--- src/logic/bcr_pkg.sv ---
package bcr_pkg;
	// register addresses, one byte each
	localparam logic [2:0] ADDR_PORT_A = 3'h0;
	localparam logic [2:0] ADDR_PORT_B = 3'h1;
	localparam logic [2:0] ADDR_CLOCK = 3'h2;
	localparam logic [2:0] ADDR_PHY = 3'h3;
	localparam logic [2:0] ADDR_REV = 3'h4;
	// port routing fields, vector index of msb-first bits
	localparam int F_GIGE = 7;
	localparam int F_FULL = 6;
	localparam int F_TENBIT = 4;
	localparam int F_FAST = 2;
	localparam int F_FLASH_RDY = 1;
	localparam int F_TOP = 0;
	// clock register fields
	localparam int C_SEL_LO = 7;
	localparam int C_SEL_HI = 6;
	localparam int C_SS_LO = 5;
	localparam int C_SS_HI = 4;
	localparam int C_PCI = 3;
	// phy mode register fields
	localparam int P0_DIS = 7;
	localparam int P0_XC = 6;
	localparam int PA_HI = 5;
	localparam int PA_LO = 4;
	localparam int P1_DIS = 3;
	localparam int P1_XC = 2;
	localparam int PB_HI = 1;
	localparam int PB_LO = 0;
	// revision nibbles
	localparam int R_HI = 7;
	localparam int R_LO = 4;
	localparam int S_HI = 3;
	localparam int S_LO = 0;
	// reset values and port B bit masks
	localparam logic [7:0] PORT_A_DEF = 8'hC2;
	localparam logic [7:0] PORT_B_DEF = 8'hC0;
	localparam logic [7:0] CLOCK_DEF = 8'hB0;
	localparam logic [7:0] PHY_DEF = 8'h44;
	localparam logic [7:0] PORT_B_RW = 8'hFD;
	localparam logic [7:0] PORT_B_RO = 8'h02;
	localparam logic [7:0] ZERO_BYTE = 8'h00;
	// interface mode codes
	localparam logic [1:0] MODE_RGMII = 2'h0;
	localparam logic [1:0] MODE_RTBI = 2'h1;
	localparam logic [1:0] MODE_GMII = 2'h2;
	localparam logic [1:0] MODE_TBI = 2'h3;
	// decoded route vector
	localparam int RT_W = 7;
	localparam int RT_GIGE = 6;
	localparam int RT_EXP = 5;
	localparam int RT_GMII = 4;
	localparam int RT_RGMII = 3;
	localparam int RT_TBI = 2;
	localparam int RT_RTBI = 1;
	localparam int RT_MII = 0;
	// synchroniser lanes
	localparam int SY_W = 4;
	localparam int SY_BRST = 0;
	localparam int SY_HRST = 1;
	localparam int SY_TOG = 2;
	localparam int SY_FRDY = 3;
	localparam logic [3:0] SYNC_DEF = 4'h8;
	typedef logic [RT_W-1:0] bcr_route_t;
	// routing decode shared by both ports
	function automatic bcr_route_t bcr_route(input logic [7:0] r);
		bcr_route_t v;
		v = '0;
		v[RT_GIGE] = r[F_GIGE];
		v[RT_EXP] = ~r[F_GIGE];
		v[RT_GMII] = r[F_GIGE] & r[F_FULL];
		v[RT_RGMII] = r[F_GIGE] & ~r[F_FULL];
		v[RT_TBI] = r[F_GIGE] & r[F_TENBIT];
		v[RT_RTBI] = r[F_GIGE] & ~r[F_TENBIT];
		v[RT_MII] = ~r[F_GIGE] & r[F_FAST];
		return v;
	endfunction : bcr_route
endpackage : bcr_pkg

--- src/logic/bcr_regs.sv ---
`timescale 1ns/100ps
`default_nettype none
module bcr_regs
	import bcr_pkg::*;
#(
	parameter logic [3:0] REV_CODE = 4'h1, // arbitrary value
	parameter logic [3:0] SUB_REV_CODE = 4'h0 // arbitrary value
) (
	input wire logic CLOCK,
	input wire logic RESET,
	input wire logic BOARD_RESET,
	input wire logic HARD_RESET,
	input wire logic PHY_RESET_TOGGLE,
	input wire logic FLASH_READY,
	input wire logic [2:0] ADDR,
	input wire logic [7:0] WDATA,
	input wire logic WR_STROBE,
	input wire logic RD_STROBE,
	output logic [7:0] RDATA,
	output logic PORT_A_GIGE_ENABLE,
	output logic PORT_A_EXPANSION_ROUTE,
	output logic PORT_A_TDM_ENABLE,
	output logic PORT_A_GMII_ENABLE,
	output logic PORT_A_RGMII_ENABLE,
	output logic PORT_A_TBI_ENABLE,
	output logic PORT_A_RTBI_ENABLE,
	output logic PORT_A_MII_ENABLE,
	output logic PORT_B_GIGE_ENABLE,
	output logic PORT_B_EXPANSION_ROUTE,
	output logic PORT_B_TDM_ENABLE,
	output logic PORT_B_GMII_ENABLE,
	output logic PORT_B_RGMII_ENABLE,
	output logic PORT_B_TBI_ENABLE,
	output logic PORT_B_RTBI_ENABLE,
	output logic PORT_B_MII_ENABLE,
	output logic RTC_RESET,
	output logic FLASH_WRITE_PROTECT,
	output logic LINK_CLK_SEL_LO,
	output logic LINK_CLK_SEL_HI,
	output logic LINK_SPREAD_SEL_LO,
	output logic LINK_SPREAD_SEL_HI,
	output logic PCI_CLK_ENABLE,
	output logic PHY0_REFCLK_DISABLE,
	output logic PHY0_EXCHANGE_ENABLE,
	output logic PHY1_REFCLK_DISABLE,
	output logic PHY1_EXCHANGE_ENABLE,
	output logic [1:0] PORT_A_MODE_FIELD,
	output logic [1:0] PORT_B_MODE_FIELD
);

////////////////////////////////////////////////////////////////////////////////
// declarations

	// first stage of pin synchronisers
	logic [SY_W-1:0] sync1_reg;
	// second stage, the only one logic reads
	logic [SY_W-1:0] sync2_reg;
	// last toggle level seen
	logic toggle_prev_reg;
	// toggle went from one back to zero
	logic phy_reload;
	// board and hard reset after sync
	logic board_reset_signal;
	logic hard_reset_signal;
	// flash ready after sync
	logic flash_ready_status;
	// the five registers
	logic [7:0] port_a_routing_ctrl_reg;
	logic [7:0] port_b_routing_flash_ctrl_reg;
	logic [7:0] link_clock_select_reg;
	logic [7:0] phy_mode_ctrl_reg;
	logic [7:0] logic_revision_reg;
	// revision reset value
	logic [7:0] rev_def;
	// write strobes per register
	logic wr_a;
	logic wr_b;
	logic wr_c;
	logic wr_p;
	logic wr_r;
	// read mux value and read data flop
	logic [7:0] rdata_next;
	logic [7:0] rdata_reg;
	// decoded routing flops
	bcr_route_t route_a_reg;
	bcr_route_t route_b_reg;
	// named field views
	logic port_a_gige_enable;
	logic port_a_full_width_select;
	logic port_a_tenbit_select;
	logic port_a_fast_enable;
	logic port_b_gige_enable;
	logic port_b_full_width_select;
	logic port_b_tenbit_select;
	logic port_b_fast_enable;

	assign rev_def = {REV_CODE, SUB_REV_CODE};

////////////////////////////////////////////////////////////////////////////////
// pin synchronisers

	// two flops per pin before any use
	always_ff @(posedge CLOCK) begin
		if (RESET) begin
			sync1_reg <= SYNC_DEF;
			sync2_reg <= SYNC_DEF;
		end else begin
			sync1_reg <= {FLASH_READY, PHY_RESET_TOGGLE, HARD_RESET, BOARD_RESET};
			sync2_reg <= sync1_reg;
		end
	end

	// remember toggle level for fall detect
	always_ff @(posedge CLOCK) begin
		if (RESET) begin
			toggle_prev_reg <= 1'b0;
		end else begin
			toggle_prev_reg <= sync2_reg[SY_TOG];
		end
	end

	// set to one then back to zero
	assign phy_reload = toggle_prev_reg & ~sync2_reg[SY_TOG];
	assign board_reset_signal = sync2_reg[SY_BRST];
	assign hard_reset_signal = sync2_reg[SY_HRST];
	assign flash_ready_status = sync2_reg[SY_FRDY];

////////////////////////////////////////////////////////////////////////////////
// write decode

	// full byte write to one register per strobe, except port B, which drops its ready bit
	assign wr_a = WR_STROBE && (ADDR == ADDR_PORT_A);
	assign wr_b = WR_STROBE && (ADDR == ADDR_PORT_B);
	assign wr_c = WR_STROBE && (ADDR == ADDR_CLOCK);
	assign wr_p = WR_STROBE && (ADDR == ADDR_PHY);
	assign wr_r = WR_STROBE && (ADDR == ADDR_REV);

////////////////////////////////////////////////////////////////////////////////
// registers

	// port A routing, reloads on board reset
	always_ff @(posedge CLOCK) begin
		if (RESET || board_reset_signal) begin
			port_a_routing_ctrl_reg <= PORT_A_DEF;
		end else if (wr_a) begin
			// reserved bits stored as written
			port_a_routing_ctrl_reg <= WDATA;
		end
	end

	// port B routing, reloads on hard reset
	always_ff @(posedge CLOCK) begin
		if (RESET || hard_reset_signal) begin
			port_b_routing_flash_ctrl_reg <= PORT_B_DEF;
		end else if (wr_b) begin
			// ready bit is not stored
			port_b_routing_flash_ctrl_reg <= WDATA & PORT_B_RW;
		end
	end

	// link clock select, reloads on hard reset
	always_ff @(posedge CLOCK) begin
		if (RESET || hard_reset_signal) begin
			link_clock_select_reg <= CLOCK_DEF;
		end else if (wr_c) begin
			link_clock_select_reg <= WDATA;
		end
	end

	// phy mode, reloads on hard reset or toggle fall
	always_ff @(posedge CLOCK) begin
		if (RESET || hard_reset_signal || phy_reload) begin
			phy_mode_ctrl_reg <= PHY_DEF;
		end else if (wr_p) begin
			phy_mode_ctrl_reg <= WDATA;
		end
	end

	// revision, reloads on power-on only
	always_ff @(posedge CLOCK) begin
		if (RESET) begin
			logic_revision_reg <= rev_def;
		end else if (wr_r) begin
			logic_revision_reg <= WDATA;
		end
	end

////////////////////////////////////////////////////////////////////////////////
// read path

	// read mux, unmapped reads zero
	always_comb begin
		case (ADDR)
			ADDR_PORT_A: rdata_next = port_a_routing_ctrl_reg;
			// live ready level in its bit
			ADDR_PORT_B: rdata_next = (port_b_routing_flash_ctrl_reg & PORT_B_RW)
				| (flash_ready_status ? PORT_B_RO : ZERO_BYTE);
			ADDR_CLOCK: rdata_next = link_clock_select_reg;
			ADDR_PHY: rdata_next = phy_mode_ctrl_reg;
			ADDR_REV: rdata_next = logic_revision_reg;
			default: rdata_next = ZERO_BYTE;
		endcase
	end

	// data stands only the cycle after the strobe
	always_ff @(posedge CLOCK) begin
		if (RESET) begin
			rdata_reg <= ZERO_BYTE;
		end else if (RD_STROBE) begin
			rdata_reg <= rdata_next;
		end else begin
			rdata_reg <= ZERO_BYTE;
		end
	end

	assign RDATA = rdata_reg;

////////////////////////////////////////////////////////////////////////////////
// routing decode

	// field views of the routing registers
	assign port_a_gige_enable = port_a_routing_ctrl_reg[F_GIGE];
	assign port_a_full_width_select = port_a_routing_ctrl_reg[F_FULL];
	assign port_a_tenbit_select = port_a_routing_ctrl_reg[F_TENBIT];
	assign port_a_fast_enable = port_a_routing_ctrl_reg[F_FAST];
	assign port_b_gige_enable = port_b_routing_flash_ctrl_reg[F_GIGE];
	assign port_b_full_width_select = port_b_routing_flash_ctrl_reg[F_FULL];
	assign port_b_tenbit_select = port_b_routing_flash_ctrl_reg[F_TENBIT];
	assign port_b_fast_enable = port_b_routing_flash_ctrl_reg[F_FAST];

	// port A pin selects, one cycle behind the register
	always_ff @(posedge CLOCK) begin
		if (RESET) begin
			route_a_reg <= bcr_route(PORT_A_DEF);
		end else begin
			route_a_reg <= bcr_route(port_a_routing_ctrl_reg);
		end
	end

	// port B pin selects, one cycle behind the register
	always_ff @(posedge CLOCK) begin
		if (RESET) begin
			route_b_reg <= bcr_route(PORT_B_DEF);
		end else begin
			route_b_reg <= bcr_route(port_b_routing_flash_ctrl_reg);
		end
	end

	// port A pins
	assign PORT_A_GIGE_ENABLE = route_a_reg[RT_GIGE];
	assign PORT_A_EXPANSION_ROUTE = route_a_reg[RT_EXP];
	assign PORT_A_TDM_ENABLE = route_a_reg[RT_EXP];
	assign PORT_A_GMII_ENABLE = route_a_reg[RT_GMII];
	assign PORT_A_RGMII_ENABLE = route_a_reg[RT_RGMII];
	assign PORT_A_TBI_ENABLE = route_a_reg[RT_TBI];
	assign PORT_A_RTBI_ENABLE = route_a_reg[RT_RTBI];
	assign PORT_A_MII_ENABLE = route_a_reg[RT_MII];
	// port B pins
	assign PORT_B_GIGE_ENABLE = route_b_reg[RT_GIGE];
	assign PORT_B_EXPANSION_ROUTE = route_b_reg[RT_EXP];
	assign PORT_B_TDM_ENABLE = route_b_reg[RT_EXP];
	assign PORT_B_GMII_ENABLE = route_b_reg[RT_GMII];
	assign PORT_B_RGMII_ENABLE = route_b_reg[RT_RGMII];
	assign PORT_B_TBI_ENABLE = route_b_reg[RT_TBI];
	assign PORT_B_RTBI_ENABLE = route_b_reg[RT_RTBI];
	assign PORT_B_MII_ENABLE = route_b_reg[RT_MII];

////////////////////////////////////////////////////////////////////////////////
// direct control pins

	// straight from register flops
	assign RTC_RESET = port_a_routing_ctrl_reg[F_TOP];
	assign FLASH_WRITE_PROTECT = port_b_routing_flash_ctrl_reg[F_TOP];
	assign LINK_CLK_SEL_LO = link_clock_select_reg[C_SEL_LO];
	assign LINK_CLK_SEL_HI = link_clock_select_reg[C_SEL_HI];
	assign LINK_SPREAD_SEL_LO = link_clock_select_reg[C_SS_LO];
	assign LINK_SPREAD_SEL_HI = link_clock_select_reg[C_SS_HI];
	assign PCI_CLK_ENABLE = link_clock_select_reg[C_PCI];
	assign PHY0_REFCLK_DISABLE = phy_mode_ctrl_reg[P0_DIS];
	assign PHY1_REFCLK_DISABLE = phy_mode_ctrl_reg[P1_DIS];
	assign PHY0_EXCHANGE_ENABLE = phy_mode_ctrl_reg[P0_XC];
	assign PHY1_EXCHANGE_ENABLE = phy_mode_ctrl_reg[P1_XC];
	assign PORT_A_MODE_FIELD = phy_mode_ctrl_reg[PA_HI:PA_LO];
	assign PORT_B_MODE_FIELD = phy_mode_ctrl_reg[PB_HI:PB_LO];

////////////////////////////////////////////////////////////////////////////////
// assertions

	// board reset pin reloads port A
	a_board_reload: assert property (@(posedge CLOCK) disable iff (RESET)
		board_reset_signal |=> port_a_routing_ctrl_reg == PORT_A_DEF)
		else $error("port A not reloaded by board reset");

	// port A decode follows its register
	a_port_a_decode: assert property (@(posedge CLOCK) disable iff (RESET)
		!$past(RESET) |-> route_a_reg == bcr_route($past(port_a_routing_ctrl_reg)))
		else $error("port A routing decode wrong");

	// width select only with gigabit on
	a_port_a_width: assert property (@(posedge CLOCK) disable iff (RESET)
		!$past(RESET) |-> PORT_A_GMII_ENABLE
		== ($past(port_a_gige_enable) && $past(port_a_full_width_select)))
		else $error("port A full width select wrong");

	// ten-bit pair is exclusive under gigabit
	a_port_a_tenbit: assert property (@(posedge CLOCK) disable iff (RESET)
		PORT_A_GIGE_ENABLE |-> PORT_A_TBI_ENABLE != PORT_A_RTBI_ENABLE)
		else $error("port A ten-bit pair wrong");

	// fast mode never with gigabit on
	a_port_a_fast: assert property (@(posedge CLOCK) disable iff (RESET)
		!$past(RESET) |-> PORT_A_MII_ENABLE
		== (!$past(port_a_gige_enable) && $past(port_a_fast_enable)))
		else $error("port A fast enable wrong");

	// clock chip reset follows a write
	a_rtc_hold: assert property (@(posedge CLOCK) disable iff (RESET)
		wr_a && !board_reset_signal |=> RTC_RESET == $past(WDATA[F_TOP]))
		else $error("clock chip reset not written");

	// hard reset reloads the three registers
	a_hard_reload: assert property (@(posedge CLOCK) disable iff (RESET)
		hard_reset_signal |=> port_b_routing_flash_ctrl_reg == PORT_B_DEF
		&& link_clock_select_reg == CLOCK_DEF && phy_mode_ctrl_reg == PHY_DEF)
		else $error("hard reset reload missing");

	// port B gigabit and expansion are opposite
	a_port_b_path: assert property (@(posedge CLOCK) disable iff (RESET)
		!$past(RESET) |-> PORT_B_EXPANSION_ROUTE == !$past(port_b_gige_enable)
		&& PORT_B_TDM_ENABLE == PORT_B_EXPANSION_ROUTE)
		else $error("port B path wrong");

	// port B selects gated by gigabit
	a_port_b_sel: assert property (@(posedge CLOCK) disable iff (RESET)
		!$past(RESET) |-> PORT_B_RGMII_ENABLE
		== ($past(port_b_gige_enable) && !$past(port_b_full_width_select))
		&& PORT_B_TBI_ENABLE == ($past(port_b_gige_enable) && $past(port_b_tenbit_select)))
		else $error("port B width or ten-bit wrong");

	// port B fast only with gigabit off
	a_port_b_fast: assert property (@(posedge CLOCK) disable iff (RESET)
		PORT_B_MII_ENABLE |-> !PORT_B_GIGE_ENABLE)
		else $error("port B fast enable with gigabit");

	// flash ready read back one cycle late
	a_flash_ready: assert property (@(posedge CLOCK) disable iff (RESET)
		RD_STROBE && ADDR == ADDR_PORT_B |=> RDATA[F_FLASH_RDY] == $past(flash_ready_status))
		else $error("flash ready bit read wrong");

	// toggle fall reloads phy mode
	a_phy_toggle: assert property (@(posedge CLOCK) disable iff (RESET)
		$fell(sync2_reg[SY_TOG]) |=> phy_mode_ctrl_reg == PHY_DEF)
		else $error("phy mode not reloaded after toggle");

	// read data gone one cycle after
	a_read_window: assert property (@(posedge CLOCK) disable iff (RESET)
		!RD_STROBE |=> RDATA == ZERO_BYTE)
		else $error("read data outside its cycle");

	// revision default after power-on
	a_rev_reload: assert property (@(posedge CLOCK)
		$fell(RESET) |-> logic_revision_reg == rev_def)
		else $error("revision default missing");

	// port A to expansion board
	c_port_a_exp: cover property (@(posedge CLOCK) disable iff (RESET)
		PORT_A_EXPANSION_ROUTE && PORT_A_MII_ENABLE);
	// port B in ten-bit mode
	c_port_b_tbi: cover property (@(posedge CLOCK) disable iff (RESET)
		PORT_B_TBI_ENABLE);
	// phy reload by toggle
	c_phy_toggle: cover property (@(posedge CLOCK) disable iff (RESET)
		phy_reload && PORT_A_MODE_FIELD == MODE_TBI);
	// flash busy seen on read
	c_flash_busy: cover property (@(posedge CLOCK) disable iff (RESET)
		RD_STROBE && ADDR == ADDR_PORT_B ##1 !RDATA[F_FLASH_RDY]);

endmodule : bcr_regs
`default_nettype wire

--- config.mk ---
export PLATFORM = sky130hd
export DESIGN_NAME = bcr_regs
export DESIGN_NICKNAME = d
export VERILOG_FILES = /design/src/logic/bcr_pkg.sv /design/src/logic/bcr_regs.sv
export SDC_FILE = /design/constraint.sdc
export NUM_CORES = 1
export LEC_CHECK = 0
export BUFFER_PORTS_ARGS = -buffer_cell sky130_fd_sc_hd__buf_2
export CORE_ASPECT_RATIO = 2
export CORE_MARGIN = 4
export CORE_UTILIZATION = 40
export CTS_BUF_LIST = sky130_fd_sc_hd__clkbuf_4 sky130_fd_sc_hd__clkbuf_8
export CTS_CLUSTER_SIZE = 14
export DETAILED_ROUTE_END_ITERATION = 10
export PLACE_DENSITY_LB_ADDON = 0.12
export SYNTH_ARGS = -nofsm -noshare
export SYNTH_HDL_FRONTEND = slang
export SYNTH_SLANG_ARGS = --single-unit
export TNS_END_PERCENT = 50
--- constraint.sdc ---
create_clock -name CLOCK -period 2.6 [get_ports CLOCK]
set_input_delay 0.52 -clock CLOCK [delete_from_list [all_inputs] [get_ports CLOCK]]
set_output_delay 0.52 -clock CLOCK [all_outputs]
set_load 0.05 [all_outputs]
==> flow_metrics.tcl <==
set metrics [dict create \
    status "complete, no violations" \
    chipWidth_um 66.8 \
    die_area_um2 8380 \
    syn_area_um2 2760 \
    cts_resized 0 \
    critPathMaxFanout 34 \
    yosysSeqAreaShare_pct 50.7 \
    core_um2 6670 \
    ir_drop_v 0.000437 \
    drive_above_1_share_pct 25.7 \
    clk_pin_slew_ns 0.06 \
    avgRoutedWirePerCell_um 16.2 \
    grt_pass1_wl_mm 10.8 \
    via_count 2107 \
    min_period_over_period_pct 66.6 \
    rows 42 \
    regToRegSetupSlack_ns 1.30 \
    antenna_left 0 \
    synth_cells 281 \
    htreeDepth 3 \
    cts_sinks 70 \
    leakagePower_nw 1.30 \
    synthToLayoutAreaGrowth_pct 16.9 \
    syn_nets 300 \
    met3_usage_pct 5.03 \
    setup_viol 0 \
    period_minus_slack_ns 1.73 \
    finalClockSkew_ns 0.00870 \
    met1_usage_pct 19.5 \
    slew_viol_final 0 \
    vias_per_cell 4.98 \
    cp-start-kind "input pin" \
    nNetsFinal 350 \
    tightest_slew_ns 0.669 \
    p_per_area_nw_per_um2 647 \
    io_pins 58 \
    rsz0062_at_grt "no" \
    grtUsageTotal_pct 17.8 \
    drtIter0Drc 103 \
    gp_congestion 0.836 \
    required_ns 2.84 \
    drc 0 \
    hold_buffers 0 \
    cts_buffers 9 \
    antenna_found_initial 0 \
    cts-root-buf "clkbuf_8" \
    hold_viol 0 \
    cap_violations 0 \
    cts_tree "built" \
    yosysTopAreaCellShare_pct 50.7 \
    clock_latency_ns 0.35 \
    clk_path_buf_depth 2 \
    arrival_ns 1.97 \
    dp_hpwl_mm 4.92 \
    ys_types 33 \
    finalCoreUtilization_pct 48.4 \
    fin_setup_tns_ns 0 \
    cts_setup_buffers 0 \
    yosys.area.top_type "dfxtp_1" \
    ys_warn_count 0 \
    grt_pass1_vias 2056 \
    globalRouteOverflowTotal 0 \
    wirelength_mm 6.84 \
    path_class "in -> reg" \
    start_util_pct 41.4 \
    grt.met2_usage_pct 30.5 \
    die_h_um 126 \
    hp-class "in -> reg" \
    num_antenna_cells 0 \
    ys_top_cells_by_area "dfxtp_1 (51%), mux2i_1 (11%), nand2_1 (5.0%), nand3b_1 (4.9%), a21oi_1 (3.4%)" \
    drt_first_pass_iters 4 \
    syn_area_per_cell_um2 9.84 \
    fmaxAchievable_ghz 0.578 \
    end_kind "flip-flop" \
    grt_max_degree 35 \
    max_slew_margin_pct 55.4 \
    port_buffers 57 \
    synth-seq-cells 70 \
    grt_busiest_layer "met2" \
]
[stage by stage]
step           cells  power (mW)  cell area (um2)  setup WS [ns]  hold WS, ns
5_1_grt          423        2.18             3230          0.824        0.348
3_5_place_dp     408        1.32             3050          0.552        0.392
2_1_floorplan    281        1.27             2760           1.06        0.389
4_1_cts          423        2.12             3230          0.909        0.339
6_report         423        2.09             3230          0.869        0.358
3_3_place_gp     408        1.32             3050          0.572        0.394
[placed cells by master, fill, tap and decap left out, drive strengths merged, types with 4 or more instances in the layout]
cell     n
nor2b    8
a21o     4
nand3b  18
nand2   37
or2      7
buf     59
inv      5
nor3b   10
mux2i   30
dfxtp   70
nor2    25
o31a     7
clkbuf  14
a21oi   20
[kinds of logic after synthesis]
| family | share of synthesized area (%) |
|---|---|
| flops | 50.7 |
| buf+inv | 5.30 |
| simple gates | 24.7 |
| mux | 10.9 |
| compound gates | 8.42 |
[worst paths after layout]
| check | startpoint | end | cells after the start |
|---|---|---|---|
| worst min-delay path | FLASH_READY | sync1_reg[3]$_SDFF_PP1_ | 2 |
| worst min register to register | sync1_reg[3]$_SDFF_PP1_ | sync2_reg[3]$_SDFF_PP1_ | 1 |
| worst max register to register | sync2_reg[1]$_SDFF_PP0_ | phy_mode_ctrl_reg[2]$_SDFFE_PP1P_ | 3 |
| worst max-delay path | ADDR[2] | logic_revision_reg[4]$_SDFFE_PP1P_ | 4 |
[routing by layer]
| metal | vias up | share of wire (%) | wire length [um] |
|---|---|---|---|
| met2 | 52 | 53 | 3600 |
| met3 | 12 | 4.8 | 325 |
| met5 | - | 0 | 0 |
| li1 | 1056 | - | - |
| met4 | 0 | 2.6 | 181 |
| met1 | 987 | 40 | 2740 |
[report_power, final]
group	switching [mW]	internal, mW	total (mW)	leakage, nW
clock	0.369	0.424	0.793	0.0968
combinational	0.127	0.0611	0.188	0.633
sequential	0.0125	1.10	1.11	0.568
[cell type report]
cell class / instances / area [um2]
well taps: 88 / 110
fillers: 677 / 3440
clock buffers: 14 / 174
inverters: 5 / 18.8
multi-input cells: 186 / 1220
repair buffers: 59 / 300
flip-flops and latches: 70 / 1400
clock inverters: 1 / 5.00
[synth_stat cells]
master and number:
or4b_4 1, and4bb_2 1, and4b_1 2, o32ai_1 1, nor3b_1 10, and2_1 2, a21oi_4 1, nand4b_1 1
a211o_1 1, nand2_1 37, buf_2 6, nor3_1 1, o21a_1 1, nor4bb_1 1, a21o_1 4, nor2b_1 8
or2_2 7, and4bb_1 1, dfxtp_1 70, buf_6 3, nand3_1 3, nor2_1 25, o31a_1 7, buf_4 6
nand2b_1 2, a21oi_1 19, nor4b_4 1, mux2i_1 30, clkbuf_1 3, o21ai_1 1, inv_1 5, buf_1 2
nand3b_1 18
[critical path: stages]
cell and delay (ns):
buf_2 0.46, and4bb_1 0.60, nor2b_1 0.09, a211o_1 0.27
Power figures use the tool's default switching activity.
